`src/bsb_defs.svh`:
```
`ifndef BSB_DEFS_SVH
`define BSB_DEFS_SVH
// opcodes
`define BSB_OP_SEL_BANK1 8'h5F
`define BSB_OP_SEL_BANK0 8'h4F
`define BSB_OP_SBC_RR 8'h32
`define BSB_OP_SBC_RIR 8'h33
`define BSB_OP_SBC_GG 8'h34
`define BSB_OP_SBC_GIG 8'h35
`define BSB_OP_SBC_GIM 8'h36
// flags word bit positions
`define BSB_FLAG_C 7
`define BSB_FLAG_Z 6
`define BSB_FLAG_S 5
`define BSB_FLAG_V 4
`define BSB_FLAG_D 3
`define BSB_FLAG_H 2
`define BSB_FLAG_BANK 0
// instruction lengths in core cycles
`define BSB_CYC_SHORT 4'd4
`define BSB_CYC_LONG 4'd6
// reset value of the flags word
`define BSB_FLAGS_RST 8'h00
`endif

```
`src/bsb_pkg.sv`:
```
package bsb_pkg;
   typedef enum logic [1:0] {BSB_IDLE, BSB_FETCH, BSB_EXEC, BSB_DONE} bsb_state_e;
   typedef enum logic [1:0] {BSB_SRC_DIRECT, BSB_SRC_INDIRECT, BSB_SRC_IMM} bsb_src_e;
endpackage

```
`src/bsb_core.sv`:
```
// Implementation choices: the plain strobed port and the placing of the registers.
`timescale 1ns/1ps
`include "bsb_defs.svh"
module bsb_core
   import bsb_pkg::*;
(
   input wire logic core_clk,
   input wire logic rst_n,
   input wire logic instr_valid,
   input wire logic [7:0] opcode,
   input wire logic [7:0] dst_addr,
   input wire logic [7:0] src_field,
   output logic instr_ready,
   output logic instr_done,
   output logic [7:0] rf_raddr,
   input wire logic [7:0] rf_rdata,
   output logic rf_we,
   output logic [7:0] rf_waddr,
   output logic [7:0] rf_wdata,
   output logic [7:0] flags,
   output logic bank_sel
);
   typedef struct packed {
      bsb_state_e state;
      logic [3:0] cnt;
      logic [3:0] len;
      logic is_sbc;
      logic is_bank;
      logic bank_val;
      bsb_src_e mode;
      logic [7:0] dst_a;
      logic [7:0] src_f;
      logic [7:0] ptr;
      logic [7:0] dval;
      logic [7:0] sval;
      logic [2:0] phase;
      logic [7:0] flags;
      logic we;
      logic [7:0] waddr;
      logic [7:0] wdata;
      logic done;
   } bsb_st_s;

   bsb_st_s st_reg;
   bsb_st_s st_next;
   logic [7:0] alu_res;
   logic alu_borrow;
   logic alu_hb;
   logic alu_ov;

   function automatic logic is_sbc_op(input logic [7:0] op);
      is_sbc_op = (op >= `BSB_OP_SBC_RR) && (op <= `BSB_OP_SBC_GIM);
   endfunction

   function automatic bsb_src_e src_mode(input logic [7:0] op);
      unique case (op)
         `BSB_OP_SBC_RIR, `BSB_OP_SBC_GIG: src_mode = BSB_SRC_INDIRECT;
         `BSB_OP_SBC_GIM: src_mode = BSB_SRC_IMM;
         default: src_mode = BSB_SRC_DIRECT;
      endcase
   endfunction

   bsb_sbc_alu #(.W(8)) u_alu
   (
      .dst(st_reg.dval),
      .src(st_reg.sval),
      .carry_in(st_reg.flags[`BSB_FLAG_C]),
      .result(alu_res),
      .borrow(alu_borrow),
      .half_borrow(alu_hb),
      .overflow(alu_ov)
   );

   // ==========================================
   // next state
   always_comb
   begin
      st_next = st_reg;
      st_next.we = 1'b0;
      st_next.done = 1'b0;
      st_next.cnt = st_reg.cnt + 4'd1;
      rf_raddr = st_reg.dst_a;
      unique case (st_reg.state)
         BSB_IDLE:
         begin
            st_next.cnt = 4'd1;
            if (instr_valid)
            begin
               st_next.dst_a = dst_addr;
               st_next.src_f = src_field;
               st_next.phase = 3'd0;
               st_next.is_sbc = is_sbc_op(opcode);
               st_next.is_bank = (opcode == `BSB_OP_SEL_BANK1) ||
                  (opcode == `BSB_OP_SEL_BANK0);
               st_next.bank_val = (opcode == `BSB_OP_SEL_BANK1);
               st_next.mode = src_mode(opcode);
               st_next.len = (opcode == `BSB_OP_SBC_RR || st_next.is_bank) ?
                  `BSB_CYC_SHORT : `BSB_CYC_LONG;
               st_next.state = BSB_FETCH;
            end
         end
         BSB_FETCH:
         begin
            // phase 0 reads dst, 1 reads src or pointer, 2 reads through pointer
            if (st_reg.is_sbc)
            begin
               unique case (st_reg.phase)
                  3'd0:
                  begin
                     rf_raddr = st_reg.dst_a;
                     st_next.dval = rf_rdata;
                     st_next.phase = 3'd1;
                  end
                  3'd1:
                  begin
                     rf_raddr = st_reg.src_f;
                     if (st_reg.mode == BSB_SRC_IMM)
                     begin
                        st_next.sval = st_reg.src_f;
                        st_next.phase = 3'd3;
                     end
                     else if (st_reg.mode == BSB_SRC_INDIRECT)
                     begin
                        st_next.ptr = rf_rdata;
                        st_next.phase = 3'd2;
                     end
                     else
                     begin
                        st_next.sval = rf_rdata;
                        st_next.phase = 3'd3;
                     end
                  end
                  3'd2:
                  begin
                     rf_raddr = st_reg.ptr;
                     st_next.sval = rf_rdata;
                     st_next.phase = 3'd3;
                  end
                  default:
                     st_next.phase = 3'd3;
               endcase
               if (st_next.phase == 3'd3)
                  st_next.state = BSB_EXEC;
            end
            else
            begin
               st_next.state = BSB_EXEC;
            end
         end
         BSB_EXEC:
         begin
            if (st_reg.is_sbc)
            begin
               st_next.we = 1'b1;
               st_next.waddr = st_reg.dst_a;
               st_next.wdata = alu_res;
               st_next.flags[`BSB_FLAG_C] = alu_borrow;
               st_next.flags[`BSB_FLAG_Z] = (alu_res == 8'h00);
               st_next.flags[`BSB_FLAG_S] = alu_res[7];
               st_next.flags[`BSB_FLAG_V] = alu_ov;
               st_next.flags[`BSB_FLAG_D] = 1'b1;
               st_next.flags[`BSB_FLAG_H] = alu_hb;
            end
            else if (st_reg.is_bank)
            begin
               // only the bank bit moves; no second bank needs to exist
               st_next.flags[`BSB_FLAG_BANK] = st_reg.bank_val;
            end
            if (st_reg.cnt >= st_reg.len - 4'd1)
            begin
               // the short subtract has no padding left: done rides with the write
               st_next.done = 1'b1;
               st_next.state = BSB_IDLE;
            end
            else
            begin
               st_next.state = BSB_DONE;
            end
         end
         BSB_DONE:
         begin
            // pad to the instruction's fixed length, taken to next take
            if (st_reg.cnt >= st_reg.len - 4'd1)
            begin
               st_next.done = 1'b1;
               st_next.state = BSB_IDLE;
            end
         end
      endcase
      if (!rst_n)
      begin
         st_next = '0;
         st_next.state = BSB_IDLE;
         st_next.flags = `BSB_FLAGS_RST;
      end
   end

   always_ff @(posedge core_clk)
   begin
      st_reg <= st_next;
   end

   assign instr_ready = (st_reg.state == BSB_IDLE);
   assign instr_done = st_reg.done;
   assign rf_we = st_reg.we;
   assign rf_waddr = st_reg.waddr;
   assign rf_wdata = st_reg.wdata;
   assign flags = st_reg.flags;
   assign bank_sel = st_reg.flags[`BSB_FLAG_BANK];

   // ==========================================
   // assertions
   a_bank_one_set: assert property (@(posedge core_clk) disable iff (!rst_n)
      (instr_ready && instr_valid && opcode == `BSB_OP_SEL_BANK1) |-> ##3 bank_sel)
      else $error("bank flag not set");
   a_bank_keeps_flags: assert property (@(posedge core_clk) disable iff (!rst_n)
      (instr_ready && instr_valid && opcode == `BSB_OP_SEL_BANK1) |->
      ##3 (flags[7:1] == $past(flags[7:1], 3)))
      else $error("bank instruction changed flags");
   a_bank_four_cyc: assert property (@(posedge core_clk) disable iff (!rst_n)
      (instr_ready && instr_valid && opcode == `BSB_OP_SEL_BANK1) |->
      !instr_done [*4] ##1 instr_done)
      else $error("bank instruction length wrong");
   a_sbc_long_cyc: assert property (@(posedge core_clk) disable iff (!rst_n)
      (instr_ready && instr_valid && opcode == `BSB_OP_SBC_GIM) |->
      !instr_done [*6] ##1 instr_done)
      else $error("six cycle instruction length wrong");
   a_zero_flag: assert property (@(posedge core_clk) disable iff (!rst_n)
      rf_we |-> (flags[`BSB_FLAG_Z] == (rf_wdata == 8'h00)))
      else $error("zero flag mismatch");
   a_sign_flag: assert property (@(posedge core_clk) disable iff (!rst_n)
      rf_we |-> (flags[`BSB_FLAG_S] == rf_wdata[7]))
      else $error("sign flag mismatch");
   a_decimal_set: assert property (@(posedge core_clk) disable iff (!rst_n)
      rf_we |-> flags[`BSB_FLAG_D])
      else $error("decimal flag not set");
   a_sbc_result: assert property (@(posedge core_clk) disable iff (!rst_n)
      (st_reg.state == BSB_EXEC && st_reg.is_sbc) |->
      ##1 (rf_wdata == 8'(st_reg.dval - st_reg.sval - 8'($past(flags[`BSB_FLAG_C])))
      && flags[`BSB_FLAG_C] == ({1'b0, $past(st_reg.dval)} <
      {1'b0, $past(st_reg.sval)} + 9'($past(flags[`BSB_FLAG_C])))))
      else $error("subtract result or borrow wrong");
   a_bank_zero_clr: assert property (@(posedge core_clk) disable iff (!rst_n)
      (instr_ready && instr_valid && opcode == `BSB_OP_SEL_BANK0) |-> ##3 !bank_sel)
      else $error("bank flag not cleared");

   // ==========================================
   // instruction length, handshake, register writes and remaining flags
   a_sbc_short_cyc: assert property (@(posedge core_clk) disable iff (!rst_n)
      (instr_ready && instr_valid && opcode == `BSB_OP_SBC_RR) |->
      !instr_done [*4] ##1 instr_done)
      else $error("four cycle subtract length wrong");
   a_sbc_ind_cyc: assert property (@(posedge core_clk) disable iff (!rst_n)
      (instr_ready && instr_valid && opcode == `BSB_OP_SBC_RIR) |->
      !instr_done [*6] ##1 instr_done)
      else $error("indirect subtract length wrong");
   a_bank_zero_cyc: assert property (@(posedge core_clk) disable iff (!rst_n)
      (instr_ready && instr_valid && opcode == `BSB_OP_SEL_BANK0) |->
      !instr_done [*4] ##1 instr_done)
      else $error("bank zero instruction length wrong");
   a_done_single: assert property (@(posedge core_clk) disable iff (!rst_n)
      instr_done |=> !instr_done)
      else $error("done pulse longer than one cycle");
   a_ready_after_done: assert property (@(posedge core_clk) disable iff (!rst_n)
      instr_done |-> instr_ready)
      else $error("not ready when instruction ends");
   a_busy_refused: assert property (@(posedge core_clk) disable iff (!rst_n)
      (st_reg.state != BSB_IDLE) |=> (st_reg.cnt != 4'd1))
      else $error("request taken while busy");
   a_overflow_flag: assert property (@(posedge core_clk) disable iff (!rst_n)
      (st_reg.state == BSB_EXEC && st_reg.is_sbc) |-> ##1 (flags[`BSB_FLAG_V] ==
      ((st_reg.dval[7] != st_reg.sval[7]) && (rf_wdata[7] == st_reg.sval[7]))))
      else $error("overflow flag mismatch");
   a_half_borrow: assert property (@(posedge core_clk) disable iff (!rst_n)
      (st_reg.state == BSB_EXEC && st_reg.is_sbc) |-> ##1 (flags[`BSB_FLAG_H] ==
      ({1'b0, st_reg.dval[3:0]} <
      {1'b0, st_reg.sval[3:0]} + 5'($past(flags[`BSB_FLAG_C])))))
      else $error("half borrow flag mismatch");
   a_write_target: assert property (@(posedge core_clk) disable iff (!rst_n)
      (st_reg.state == BSB_EXEC && st_reg.is_sbc) |->
      ##1 (rf_we && rf_waddr == st_reg.dst_a))
      else $error("result written to wrong register");
   a_ptr_unwritten: assert property (@(posedge core_clk) disable iff (!rst_n)
      (st_reg.state == BSB_EXEC && st_reg.is_sbc && st_reg.mode == BSB_SRC_INDIRECT &&
      st_reg.src_f != st_reg.dst_a) |-> ##1 (rf_waddr != st_reg.src_f))
      else $error("pointer register written");
   a_bank_no_write: assert property (@(posedge core_clk) disable iff (!rst_n)
      (st_reg.state == BSB_EXEC && !st_reg.is_sbc) |-> ##1 !rf_we)
      else $error("register write without subtract");
   a_flags_idle_hold: assert property (@(posedge core_clk) disable iff (!rst_n)
      (instr_ready && !instr_valid) |=> $stable(flags))
      else $error("flags changed while idle");
endmodule // bsb_core

```
`src/bsb_sbc_alu.sv`:
```
`timescale 1ns/1ps
`include "bsb_defs.svh"
// combinational subtract-with-borrow datapath
module bsb_sbc_alu
   import bsb_pkg::*;
#(
   parameter int W = 8
)
(
   input wire logic [W-1:0] dst,
   input wire logic [W-1:0] src,
   input wire logic carry_in,
   output logic [W-1:0] result,
   output logic borrow,
   output logic half_borrow,
   output logic overflow
);
   logic [W:0] sum;
   logic [4:0] low_sum;
   // add two's complement of src and carry: dst + ~src + !c
   always_comb
   begin
      sum = {1'b0, dst} + {1'b0, ~src} + {{W{1'b0}}, ~carry_in};
      low_sum = {1'b0, dst[3:0]} + {1'b0, ~src[3:0]} + {4'b0000, ~carry_in};
      result = sum[W-1:0];
      borrow = ~sum[W];
      half_borrow = ~low_sum[4];
      overflow = (dst[W-1] != src[W-1]) && (sum[W-1] == src[W-1]);
   end
endmodule // bsb_sbc_alu

```
`config.mk`:
```
export PLATFORM = sky130hd
export DESIGN_NAME = bsb_core
export DESIGN_NICKNAME = d
export VERILOG_FILES = /design/src/bsb_pkg.sv /design/src/bsb_core.sv /design/src/bsb_sbc_alu.sv
export VERILOG_INCLUDE_DIRS = /design/src /design/src/src
export SDC_FILE = /design/constraint.sdc
export NUM_CORES = 1
export LEC_CHECK = 0
export BUFFER_PORTS_ARGS = -buffer_cell sky130_fd_sc_hd__buf_4
export CAP_MARGIN = 20
export CORE_MARGIN = 2
export CORE_UTILIZATION = 58
export CTS_BUF_LIST = sky130_fd_sc_hd__clkbuf_4
export DETAILED_ROUTE_END_ITERATION = 8
export GPL_TIMING_DRIVEN = 0
export HOLD_SLACK_MARGIN = 0.02
export PLACE_DENSITY = 0.82
export RECOVER_POWER = 50
export SLEW_MARGIN = 25
export SYNTH_ARGS = -nofsm -noshare
export SYNTH_HDL_FRONTEND = slang
export SYNTH_HIERARCHICAL = 1
export SYNTH_SLANG_ARGS = --single-unit
```
`constraint.sdc`:
```
create_clock -name core_clk -period 2.7 [get_ports core_clk]
set_input_delay 0.27 -clock core_clk [delete_from_list [all_inputs] [get_ports core_clk]]
set_output_delay 0.27 -clock core_clk [all_outputs]
set_load 0.05 [all_outputs]
```
Yosys cells after proc, flatten, opt, wreduce, memory -nomap -nowiden

Cells that the tools add are included.

$add $sub $neg: 6
$lt $le $gt $ge: 3
Equality and inequality tests: 21
Multiplexer cells: 25
Bitwise logic cells: 8
Reductions and logical operators: 22

Operator list:

| cell                                                               | count |
|---|---|
| equality test 8 x 6 -> 1 bit (second input constant)               | 4 |
| case mux 8 bit (2 select lines)                                    | 2 |
| two-way mux 26 bit                                                 | 1 |
| two-way mux 25 bit                                                 | 1 |
| two-way mux 8 bit                                                  | 3 |
| two-way mux 17 bit                                                 | 1 |
| equality test 8 x 7 -> 1 bit (second input constant)               | 2 |
| two-way mux 2 bit                                                  | 6 |
| two-way mux 3 bit                                                  | 4 |
| case mux 3 bit (2 select lines)                                    | 2 |
| AND reduction 3 bit                                                | 4 |
| two-way mux 11 bit                                                 | 1 |
| adder 8 x 8 -> 9 bit                                               | 1 |
| adder 9 x 1 -> 9 bit                                               | 1 |
| greater-or-equal comparator 8 x 6 -> 1 bit (second input constant) | 1 |
| <= comparator 8 x 6 -> 1 bit (second input constant)               | 1 |
| logical NOT 8 bit                                                  | 1 |
| inverter 8 bit                                                     | 1 |
| case mux 2 bit (4 select lines)                                    | 1 |
| AND reduction 2 bit                                                | 4 |
| equality test 2 bit (second input constant)                        | 3 |
| equality test 3 x 2 -> 1 bit (second input constant)               | 2 |
| inequality test 2 bit (second input constant)                      | 3 |
| inequality test 3 bit (second input constant)                      | 2 |
| other kinds (21)                                                   | 33 |

Register bits after elaboration: 83
Input port bits: 35
Output and inout bits: 36
Logic and storage cells: 105

Logic depth before layout (Yosys ltp)

Gate-level depths: netlist (run 1).

Word-level depth: 10
Mapped depth: 10
Gate-level depth less buffers: 10

By module

Netlist (run 1), hierarchy kept.

By module, submodules not included:

| module      | instances | cells each | area an instance (µm²) | sequential area each (µm²) |
|---|---|---|---|---|
| bsb_core    | 1         | 442        | 3672.3                 | 1581.5 |
| bsb_sbc_alu | 1         | 44         | 336.6                  | 0.0 |

Least setup slack after synthesis (run 1)

Ideal clock, no wire load.

Path type: register -> register
From: register st_reg[29] (netlist name)
To: register st_reg, in the netlist flags[6]
Setup time: 70 ps
Arrival: 2169 ps
Required time: 2630 ps
Setup slack: 461 ps
Cell stages (with the launch flop): 11
Buffers on the path: 0
Clock period less this slack: 2239 ps
Cell sequence: dfxtp_1 inv_1 fa_1 fa_1 a21oi_1 o21ai_0 a21oi_1 xnor2_1 nor4_1 nand3_1 a21oi_1

Longest elaborated chain between the ends: 4

Ends and longest elaborated chain:

| what                   | RTL line          | text |
|---|---|---|
| start, declared        | bsb_core.sv:44    | `bsb_st_s st_reg;` |
| start signal, assigned | bsb_core.sv:200   | `st_reg <= st_next;` |
| inverter 8 bit         | bsb_sbc_alu.sv:23 | `sum = {1'b0, dst} + {1'b0, ~src} + {{W{1'b0}}, ~carry_in};` |
| adder 8 x 8 -> 9 bit   | bsb_sbc_alu.sv:23 |  |
| adder 9 x 1 -> 9 bit   | bsb_sbc_alu.sv:23 |  |
| net alu_res[6]         | bsb_core.sv:46    | `logic [7:0] alu_res;` |
| logical NOT 8 bit      | bsb_core.sv:158   | `` st_next.flags[`BSB_FLAG_Z] = (alu_res == 8'h00); `` |

The timed path passes the listed nets, and every way through them passes these cells.
A chain may end at the register's enable or synchronous reset.

Worst setup path after layout (run 1)

From: register st_reg[83] (netlist name)
To: output port rf_raddr[2]

Longest elaborated chain between the ends: 2

Ends and longest elaborated chain:

| what                         | RTL line       | text |
|---|---|---|
| equality test 2 x 1 -> 1 bit | bsb_core.sv:83 | `unique case (st_reg.state)` |
| two-way mux 8 bit            | bsb_core.sv:83 |  |
| end, declared                | bsb_core.sv:15 | `output logic [7:0] rf_raddr,` |

Every way passes these cells.

==> metrics.md, run 1 <==
| Metric | Value |
|---|---|
| Min-delay src | `dst_addr[5]` |
| Synth-to-Final Area Change | `16.2%` |
| R2R cell count | `10` |
| Die H | `87.1 µm` |
| Worst-Margin Slew | `0.697 ns` |
| Post-Route M1 WL | `4.33 mm` |
| YS warnings | `6` |
| FMAX | `402 MHz` |
| Buffers added on ports | `68` |
| Antenna viol nets, final | `0` |
| Reg-to-Reg End | `flags[6]` |
| Reg2reg start | `flags[7]` |
| Primary FF master, synth | `dfxtp_1` |
| Switch Pwr | `0.713 mW` |
| Fin crit period | `2.49 ns` |
| Gate power share | `14.8%` |
| Root Driver | `clkbuf_4` |
| Critical Path Start Type | `flip-flop` |
| Register area share after synthesis | `39.5%` |
| # placed instances | `634` |
| Total Power | `2.33 mW` |
| Total Routing Usage GR | `26.4%` |
| Most frequent cells in the layout | `nand2_1, dfxtp_1, buf_4, a21oi_1, clkbuf_1` |
| Syn avg cell area | `8.25 µm²` |
| Post-DR vias/cell | `5.58` |
| Cts bufs inserted | `9` |
| Layout cell share with drive strength beyond 1 | `19.3%` |
| Placer Congestion | `0.901` |
| Met2 Wirelength | `4.57 mm` |
| # setup viols final | `0` |
| Hold path cells | `3` |
| Hold buffer count at cts | `0` |
| Worst hold slack | `0.0427 ns` |
| CTS clk-pin slew, worst paths | `0.14 ns` |
| First-pass GRT wire length | `15.6 mm` |
| Final Cell Area | `4660 µm²` |
| Gate Count Post-Synth | `486` |
| P_int | `1.62 mW` |
| Tcrit/Tclk final | `92.2%` |
| Top sig layer | `met4` |
| WL met3 | `719 µm` |
| CORE AREA | `6760 µm²` |
| Reg2reg setup slack | `0.22 ns` |
| Syn Nets | `538` |
| Antenna violations before repair | `0` |
| Die width | `87.1 µm` |
| EDFF count, synth | `0` |
| Filler cells | `594` |
| Clock power frac | `32.3%` |
| Largest net degree at the start of global routing | `16` |
| Post-layout net count | `618` |
| Critical path endpoint category | `primary output` |
| Clock latency on the worst-skew pair | `0.45 ns` |
| Pwr Density | `500 nW/µm²` |
| Yosys cell types | `51` |
| Routed WL | `9.86 mm` |
| Htree depth | `3` |
| Die ar. | `7590 µm²` |
| Number of remaining DRC errors | `0` |
| CTS sink count | `79` |
| WHS Endpoint | `st_reg[66]` |
| Worst Hold Class | `input pin to flip-flop` |
| Data arrival time of the worst path | `2.22 ns` |
| Cell Area, Synth | `4010 µm²` |
| GRT overflow | `0` |
| Max Cap Violations | `0` |
| #FFs+latches synth | `79` |
| Final hold violations | `0` |
| Final HPWL DP | `7.40 mm` |
| Crit path max fanout | `10` |
| Leakage power | `1.76 nW` |
| Final Skew | `0.0185 ns` |
| CTS tree | `done` |
| Run status | `completed` |
| Post-synth ARST share | `0%` |
| CP Class | `flip-flop to primary output` |
| Rel. slew slack | `53.4%` |
| Inserted Diodes | `0` |
| Row count | `30` |
| Routed length per instance | `15.2 µm` |
| Max IR drop VDD | `345 µV` |
| Vias in the first global route | `3449` |
| Critical Path RT | `2.43 ns` |
| CTS max path bufs | `2` |
| Max Slew Vio Count | `0` |
| 1st-iter DRT viols | `206` |
| Reg power frac | `52.9%` |
| Num ports | `71` |
| Most common library cell in the layout ignoring fill and taps | `nand2_1` |
| Placed Area | `4620 µm²` |
| Switch share | `30.6%` |
| Final cell count without fillers | `651` |
| Starting Density | `59.3%` |
| Pre-antenna DRT Iters | `5` |
| Largest register FFs | `55` |
| Vias after detailed routing | `3634` |
layout make-up:
class,instances,area [µm²],share of cell area [%]
plain buffers,55,335,7.20
clock buffers,9,67.6,1.45
clock inverters,7,80.1,1.72
inverters,27,101,2.18
multi-input cells,325,1970,42.3
flip-flops and latches,79,1580,34.0
well taps,80,100,2.15
repair buffers,69,420,9.02
critical path, stage by stage (launching register included):
cell	delay (ns)
dfxtp_1	0.40
clkbuf_1	0.38
nand4b_1	0.31
buf_2	0.26
nand2_1	0.07
o21ai_1	0.11
buf_4	0.23
logic make-up after synthesis:
group | after synthesis | synth area share (%)
XOR/XNOR | 8 | 1.75
multiplexers | 10 | 2.62
other | 1 | 0.0935
adder cells (fa/ha/maj) | 17 | 5.68
flip-flops | 79 | 39.5
buffers and inverters | 82 | 11.1
AO/OA/AOI/OAI | 127 | 20.2
AND/OR/NAND/NOR | 162 | 19.1
routing by layer:
metal / GRT usage [%] / vias up
met3: 5.50 / 29
met5: 0 / -
met4: 10.5 / 0
li1: - / 1789
met1: 33.4 / 1661
met2: 44.2 / 155
worst max path at each step:
stage,slack [ns],from,depth (start not counted),end
6_report,0.21,st_reg[83],6,rf_raddr[2]
5_1_grt,-0.009,st_reg[29],10,flags[6]
4_1_cts,0.18,st_reg[29],10,flags[6]
3_5_place_dp,0.22,st_reg[29],10,flags[6]
3_3_place_gp,0.25,st_reg[29],10,flags[6]
2_1_floorplan,0.46,st_reg[29],10,flags[6]
through the flow:
| step | utilization [%] | TNS (ns) | worst slack (ns) |
|---|---|---|---|
| 2_1_floorplan | - | 0 | 0.461 |
| 3_3_place_gp | 68.4 | 0 | 0.249 |
| 3_5_place_dp | 68.4 | 0 | 0.217 |
| 4_1_cts | 70.6 | 0 | 0.182 |
| 5_1_grt | 68.9 | -0.00941 | -0.00941 |
| 6_report | 68.9 | 0 | 0.209 |
synthesized netlist by cell type, types with 4 or more instances:
library cell,n,area (µm²)
nand2_1,104,390
dfxtp_1,79,1580
a21oi_1,63,315
inv_1,26,97.6
buf_4,25,188
buf_2,15,75.1
ha_1,15,188
o21ai_0,15,75.1
nand3_1,14,70.1
nor2_1,13,48.8
clkbuf_1,11,41.3
o21ai_1,10,50.1
mux2i_1,9,90.1
o31a_1,9,78.8
a211oi_2,8,100
a22oi_1,8,60.1
xnor2_1,5,43.8
and3b_1,4,35.0
nor2b_1,4,25.0
power groups by stage:
stage | Combinational (mW) | Clock (mW) | Sequential [mW]
finish | 0.344 | 0.752 | 1.23
global route | 0.379 | 0.800 | 1.24
CTS | 0.349 | 0.749 | 1.23
detailed placement | 0.349 | 0 | 1.26
global placement | 0.340 | 0 | 1.26
floorplan | 0.227 | 0 | 1.25
repair_timing:
item	in CTS	in global routing
hold endpoints to repair	0	0
buffers inserted	0	1
endpoints found under the setup margin	0	1
gates resized for setup	0	1
Power figures use the tool's default switching activity.
==> run 2: changes to the inputs <==
- BUFFER_PORTS_ARGS: -buffer_cell sky130_fd_sc_hd__buf_4 -> default
- CORE_UTILIZATION: 58 -> 65
- DONT_BUFFER_PORTS: default -> 1
- PLACE_DENSITY: 0.82 -> 0.81
==> run 2 against run 1 <==
Net effect: worst setup slack worse by 0.13 ns; design area decreased by 5.2%; routed wire length is 3.5% higher; flip-flop and latch count unchanged; combinational power is 7.6% lower; clock-buffer cell count unchanged; critical path type unchanged; largest cell class unchanged; highest routed layer unchanged.
==> metrics.md, run 2 (synthesis gave the netlist of run 1 again) <==
| Metric | Value |
|---|---|
| Critical Path Start Type | `flip-flop (unchanged)` |
| Fin crit period | `2.62 ns (was 2.49 ns)` |
| Worst-Margin Slew | `1.03 ns (was 0.697 ns)` |
| Post-layout net count | `575 (was 618)` |
| Met1 GRT Util | `38.1% (was 33.4%)` |
| # setup viols final | `0 (unchanged)` |
| Worst Hold Class | `input pin to flip-flop (unchanged)` |
| Critical path endpoint category | `primary output (unchanged)` |
| Total Power | `2.26 mW (was 2.33 mW)` |
| Htree depth | `3 (unchanged)` |
| First-pass GRT wire length | `15.7 mm (was 15.6 mm)` |
| Placed Area | `4100 µm² (was 4620 µm²)` |
| Post-DR vias/cell | `5.86 (was 5.58)` |
| Pwr Density | `512 nW/µm² (was 500 nW/µm²)` |
| Crit path max fanout | `10 (unchanged)` |
| Total Routing Usage GR | `30.7% (was 26.4%)` |
| 1st-iter DRT viols | `273 (was 206)` |
| Met2 Use GR | `49.7% (was 44.2%)` |
| Reg2reg setup slack | `0.20 ns (was 0.22 ns)` |
| Busiest grt layer | `met2 (unchanged)` |
| Starting Density | `67.3% (was 59.3%)` |
| Most frequent cells in the layout | `nand2_1, dfxtp_1, a21oi_1, clkbuf_1 (was nand2_1, dfxtp_1, buf_4, a21oi_1, clkbuf_1)` |
| CTS tree | `done (unchanged)` |
| Largest net degree at the start of global routing | `15 (was 16)` |
| Synth-to-Final Area Change | `10.1% (was 16.2%)` |
| Die width | `82.5 µm (was 87.1 µm)` |
| WP depth | `6 (unchanged)` |
| Tcrit/Tclk final | `97.0% (was 92.2%)` |
| Layout cell share with drive strength beyond 1 | `9.28% (was 19.3%)` |
| Largest register FFs | `55 (unchanged)` |
| Slowest stage delay, CP | `0.55 ns (was 0.40 ns)` |
| Vias after detailed routing | `3531 (was 3634)` |
| Cts bufs inserted | `9 (unchanged)` |
| Antenna violations before repair | `0 (unchanged)` |
| Placer Congestion | `0.847 (was 0.901)` |
| Post-CTS setup repair buffer count | `0 (unchanged)` |
| Final HPWL DP | `7.00 mm (was 7.40 mm)` |
| Number of remaining DRC errors | `0 (unchanged)` |
| GRT overflow | `0 (unchanged)` |
| CP cell instances | `inv_1, ha_1, nand4b_1, buf_2, nand2_1, o21ai_1 (was clkbuf_1, nand4b_1, buf_2, nand2_1, o21ai_1, buf_4)` |
| Final cell count without fillers | `603 (was 651)` |
| CTS clk-pin slew, worst paths | `0.13 ns (was 0.14 ns)` |
| Worst setup margin | `0.0814 ns (was 0.209 ns)` |
| Die H | `82.5 µm (was 87.1 µm)` |
| Root Driver | `clkbuf_4 (unchanged)` |
| Leakage power | `1.53 nW (was 1.76 nW)` |
| Final hold violations | `0 (unchanged)` |
| Rel. slew slack | `30.9% (was 53.4%)` |
| FMAX | `382 MHz (was 402 MHz)` |
| Dpl ws | `0.177 ns (was 0.217 ns)` |
| # placed instances | `561 (was 634)` |
| Critical path's slowest cell | `o21ai_1 (was dfxtp_1)` |
| Most common library cell in the layout ignoring fill and taps | `nand2_1 (unchanged)` |
| Final Cell Area | `4410 µm² (was 4660 µm²)` |
| CTS sink count | `79 (unchanged)` |
| End-of-flow core utilization | `74.1% (was 68.9%)` |
| Hold path cells | `3 (unchanged)` |
| CP Buf/Inv Count | `2 (was 3)` |
| Critical Path RT | `2.43 ns (about the same)` |
| Post-Route Setup TNS | `0 ns (unchanged)` |
| RSZ-0062 raised after global routing | `yes` |
| Final Skew | `0.0187 ns (was 0.0185 ns)` |
| Kind of cell adding the most delay to the critical path | `compound AO/OA/AOI/OAI gates (was buffers and inverters)` |
| Data arrival time of the worst path | `2.35 ns (was 2.22 ns)` |
| Row count | `28 (was 30)` |
| Pre-antenna DRT Iters | `5 (unchanged)` |
| Routed length per instance | `16.9 µm (was 15.2 µm)` |
| CORE AREA | `5960 µm² (was 6760 µm²)` |
| Max Slew Vio Count | `0 (unchanged)` |
| Worst hold slack | `0.0493 ns (was 0.0427 ns)` |
| Max IR drop VDD | `430 µV (was 345 µV)` |
| CTS max path bufs | `2 (unchanged)` |
| WHS Endpoint | `st_reg[72] (was st_reg[66])` |
| Max Cap Violations | `0 (unchanged)` |
| Met3 usage | `7.83% (was 5.50%)` |
| Num ports | `71 (unchanged)` |
| CP Class | `flip-flop to primary output (unchanged)` |
| Routed WL | `10.2 mm (was 9.86 mm)` |
| Min-delay src | `opcode[5] (was dst_addr[5])` |
| Reg2reg start | `st_reg[29] (was flags[7])` |
| Buffers added on ports | `0 (was 68)` |
| R2R cell count | `10 (unchanged)` |
| Reg-to-Reg End | `flags[6] (unchanged)` |
| Die ar. | `6810 µm² (was 7590 µm²)` |
| Run status | `completed (unchanged)` |
| Antenna viol nets, final | `0 (unchanged)` |
| Vias in the first global route | `3340 (was 3449)` |
| Clock latency on the worst-skew pair | `0.44 ns (was 0.45 ns)` |
| Inserted Diodes | `0 (unchanged)` |
==> run 2: changes by cell type in the layout (fill, tap and decap cells not counted), sizes merged <==
| cell | change |
|---|---|
| inv | -2 |
| buf | -64 |
| dlygate4sd3 | +26 |
| clkinvlp | +2 |
| clkbuf | -5 |
==> run 2: routing by layer <==
metal,up-vias,wire (µm)
li1,1709,-
met1,1629,4390
met2,165,4670
met3,28,880
met4,0,264
met5,-,0
==> run 2: what timing repair did <==
| action | in CTS | in global routing |
|---|---|---|
| hold endpoints to repair | 34 | 0 |
| gates resized for setup | 2 | 2 |
| endpoints found under the setup margin | 2 | 7 |
| pin swaps | 0 | 1 |
| hold buffers | 26 | 0 |
| gates cloned | 0 | 0 |
==> run 2: report_power, final <==
part	internal [mW]	total [mW]	switching (mW)
Combinational	0.100	0.318	0.218
Sequential	1.20	1.23	0.0304
Clock	0.281	0.710	0.429
==> run 2: worst max path at each step <==
| stage | startpoint | end | slack (ns) |
|---|---|---|---|
| 5_1_grt | st_reg[26] | rf_raddr[3] | -0.07 |
| 6_report | st_reg[26] | rf_raddr[3] | 0.08 |
| 3_5_place_dp | st_reg[29] | flags[6] | 0.18 |
| 4_1_cts | st_reg[26] | rf_raddr[3] | 0.08 |
| 2_1_floorplan | st_reg[29] | flags[6] | 0.46 |
| 3_3_place_gp | st_reg[29] | flags[6] | 0.21 |
==> run 2: worst register-to-register path: stages (launching register included) <==
cell and delay, ns:
dfxtp_1 0.38, inv_1 0.08, fa_1 0.47, fa_2 0.38, a21oi_2 0.16, o21ai_0 0.11, a21oi_1 0.24, xnor2_1 0.13
nor4_1 0.24, nand3_1 0.13, a21oi_1 0.13
==> run 2: layout make-up <==
class	count	area, µm²
Clock buffer	9	67.6
Buffer	55	254
Multi-Input combinational cell	325	1980
Sequential cell	79	1580
Tap cell	75	93.8
Timing Repair Buffer	26	260
Inverter	27	101
Fill cell	466	1540
Clock inverter	7	73.8
==> run 3: changes to the inputs <==
- CORE_UTILIZATION: 65 -> 59
- PLACE_DENSITY: 0.81 -> 0.78
- clock period: 2.7 -> 2.15 ns (I/O delays scaled with it)
==> run 3 against run 2 <==
Net effect: the flow now finishes with violations (setup timing); non-clock buffer count increased by 14; clock power rose by 37%; utilization fell by 3.1 points; global-route usage is 1.6 points lower; die area up 9.7%; sequential share of layout area down 2.4 points; final cell count up 3.2%; hold slack lost 0.045 ns; total power is 31% higher; highest routed layer unchanged.
==> metrics.md, run 3 (synthesis gave the netlist of run 1 again) <==
| Metric | Value |
|---|---|
| Clock latency on the worst-skew pair | `0.47 ns (was 0.44 ns)` |
| Total Power | `2.96 mW (was 2.26 mW)` |
| Failing checks | `setup timing` |
| Die ar. | `7470 µm² (was 6810 µm²)` |
| CORE AREA | `6680 µm² (was 5960 µm²)` |
| Largest register FFs | `55 (unchanged)` |
| CTS sink count | `79 (unchanged)` |
| Row count | `30 (was 28)` |
| Number of remaining DRC errors | `0 (unchanged)` |
| Reg2reg setup slack | `-0.24 ns (was 0.20 ns)` |
| Met2 Use GR | `48.7% (was 49.7%)` |
| Placer Congestion | `0.888 (was 0.847)` |
| Leakage power | `1.66 nW (was 1.53 nW)` |
| Die width | `86.4 µm (was 82.5 µm)` |
| Busiest grt layer | `met2 (unchanged)` |
| Critical Path Start Type | `flip-flop (unchanged)` |
| Die H | `86.4 µm (was 82.5 µm)` |
| Antenna violations before repair | `0 (unchanged)` |
| Max Cap Violations | `0 (unchanged)` |
| Met3 usage | `6.29% (was 7.83%)` |
| First-pass GRT wire length | `16.8 mm (was 15.7 mm)` |
| CTS max path bufs | `2 (unchanged)` |
| Kind of cell adding the most delay to the critical path | `adder cells (was compound AO/OA/AOI/OAI gates)` |
| Fin crit period | `2.39 ns` |
| Crit path to | `flags[6] (was rf_raddr[3])` |
| Max IR drop VDD | `559 µV (was 430 µV)` |
| Final HPWL DP | `7.04 mm (was 7.00 mm)` |
| Layout cell share with drive strength beyond 1 | `16.1% (was 9.28%)` |
| FMAX | `418 MHz` |
| CP cell instances | `inv_2, fa_2, fa_2, a21oi_2, o21ai_1, a21oi_2, xnor2_2, nor4_2, nand3_1, a21oi_1 (was inv_1, ha_1, nand4b_1, buf_2, nand2_1, o21ai_1)` |
| Htree depth | `3 (unchanged)` |
| Worst Hold Class | `input pin to flip-flop (unchanged)` |
| Num ports | `71 (unchanged)` |
| Inserted Diodes | `0 (unchanged)` |
| Root Driver | `clkbuf_4 (unchanged)` |
| GRT overflow | `0 (unchanged)` |
| Largest net degree at the start of global routing | `16 (was 15)` |
| Cts bufs inserted | `9 (unchanged)` |
| Final Skew | `0.0205 ns (was 0.0187 ns)` |
| Buffers added on ports | `0 (unchanged)` |
| Max Slew Vio Count | `0 (unchanged)` |
| CP Buf/Inv Count | `1 (was 2)` |
| Final hold violations | `0 (unchanged)` |
| Routed WL | `11.1 mm (was 10.2 mm)` |
| Vias after detailed routing | `3699 (was 3531)` |
| # setup viols final | `13 (was 0)` |
| Most frequent cells in the layout | `nand2_1, dfxtp_1, a21oi_1, clkbuf_1, dlygate4sd3_1 (was nand2_1, dfxtp_1, a21oi_1, clkbuf_1)` |
| Worst setup margin | `-0.241 ns (was 0.0814 ns)` |
| Filler cells | `549 (was 466)` |
| End-of-flow core utilization | `71.1% (was 74.1%)` |
| Worst-Margin Slew | `0.762 ns (was 1.03 ns)` |
| Post-DR vias/cell | `5.95 (was 5.86)` |
| Crit path max fanout | `2 (was 10)` |
| Post-layout net count | `589 (was 575)` |
| Synth-to-Final Area Change | `18.4% (was 10.1%)` |
| Run status | `finished with violations (was completed)` |
| Starting Density | `60.0% (was 67.3%)` |
| Pwr Density | `624 nW/µm² (was 512 nW/µm²)` |
| Critical path endpoint category | `flip-flop (was primary output)` |
| Post-Route Setup TNS | `-1.52 ns (was 0 ns)` |
| Min-delay src | `rf_rdata[6] (was opcode[5])` |
| Hold path cells | `2 (was 3)` |
| Slowest stage delay, CP | `0.39 ns (was 0.55 ns)` |
| CTS tree | `done (unchanged)` |
| Antenna viol nets, final | `0 (unchanged)` |
| CTS clk-pin slew, worst paths | `0.13 ns (about the same)` |
| Worst hold slack | `0.00391 ns (was 0.0493 ns)` |
| Tcrit/Tclk final | `111%` |
| Critical Path RT | `2.54 ns (was 2.43 ns)` |
| # placed instances | `566 (was 561)` |
| 1st-iter DRT viols | `280 (was 273)` |
| WP depth | `10 (was 6)` |
| RSZ-0062 raised after global routing | `yes (unchanged)` |
| Reg-to-Reg End | `flags[6] (unchanged)` |
| Routed length per instance | `17.9 µm (was 16.9 µm)` |
| CP startpoint | `st_reg[29] (was st_reg[26])` |
| Final cell count without fillers | `622 (was 603)` |
| Rel. slew slack | `49.0% (was 30.9%)` |
| Reg2reg start | `st_reg[29] (unchanged)` |
| Data arrival time of the worst path | `2.78 ns (was 2.35 ns)` |
| Most common library cell in the layout ignoring fill and taps | `nand2_1 (unchanged)` |
| Pre-antenna DRT Iters | `5 (unchanged)` |
| Vias in the first global route | `3511 (was 3340)` |
| Met1 GRT Util | `36.5% (was 38.1%)` |
| Critical path's slowest cell | `fa_2 (was o21ai_1)` |
| CP Class | `flip-flop to flip-flop (was flip-flop to primary output)` |
| R2R cell count | `10 (unchanged)` |
| Total Routing Usage GR | `29.1% (was 30.7%)` |
[run 3: cell types whose count changed in the layout (fill, tap and decap cells not counted), moves of 4 or more]
cell / before / now
dfxtp_2: 0 / 4
dfxtp_1: 79 / 75
a22oi_1: 8 / 4
buf_4: 3 / 10
o21ai_1: 8 / 3
a22oi_2: 0 / 4
dlygate4sd3_1: 26 / 32
o21ai_4: 0 / 8
[run 3: metal layers]
layer,vias to the layer above,share of wire [%]
met5,-,0
met4,0,2.6
met3,25,9.0
met2,181,49
met1,1751,40
li1,1742,-
[run 3: per-stage QoR]
| stage | instance area, µm² | worst slack (ns) |
|---|---|---|
| floorplan | 4020 | 0.0496 |
| global placement | 4120 | -0.173 |
| detailed placement | 4120 | -0.205 |
| CTS | 4720 | -0.165 |
| global route | 4750 | -0.401 |
| finish | 4750 | -0.241 |
[run 3: power breakdown]
group	switching [mW]	internal, mW
Sequential	0.0418	1.51
Combinational	0.292	0.145
Clock	0.604	0.368
Total	0.938	2.02
[run 3: worst min path at each step]
stage	end	slack, ns
floorplan	st_reg[39]	0.35
global placement	st_reg[43]	0.35
detailed placement	st_reg[66]	0.36
CTS	st_reg[35]	0.02
global route	st_reg[32]	0.05
finish	st_reg[35]	0.004
[run 3: worst register-to-register path: stages (launching register included)]
cell and delay [ns]:
dfxtp_2 0.36, inv_2 0.04, fa_2 0.39, fa_2 0.37
a21oi_2 0.17, o21ai_1 0.11, a21oi_2 0.23, xnor2_2 0.10
nor4_2 0.31, nand3_1 0.11, a21oi_1 0.14
[run 3: final cells by class]
type / instances / area [µm²] / share of cell area [%]
Multi-Input combinational cell: 325 / 2160 / 45.5
Sequential cell: 79 / 1590 / 33.4
Timing Repair Buffer: 40 / 384 / 8.09
Buffer: 55 / 269 / 5.67
Inverter: 27 / 101 / 2.13
Tap cell: 80 / 100 / 2.11
Clock inverter: 7 / 81.3 / 1.71
Clock buffer: 9 / 67.6 / 1.42
[run 3: what timing repair did]
action / CTS / global route
hold buffers: 32 / 0
cloned: 0 / 0
endpoints found under the setup margin: 10 / 13
buffers inserted: 4 / 5
pin swaps: 3 / 13
gates resized for setup: 25 / 19
endpoints found under the hold margin: 37 / 0
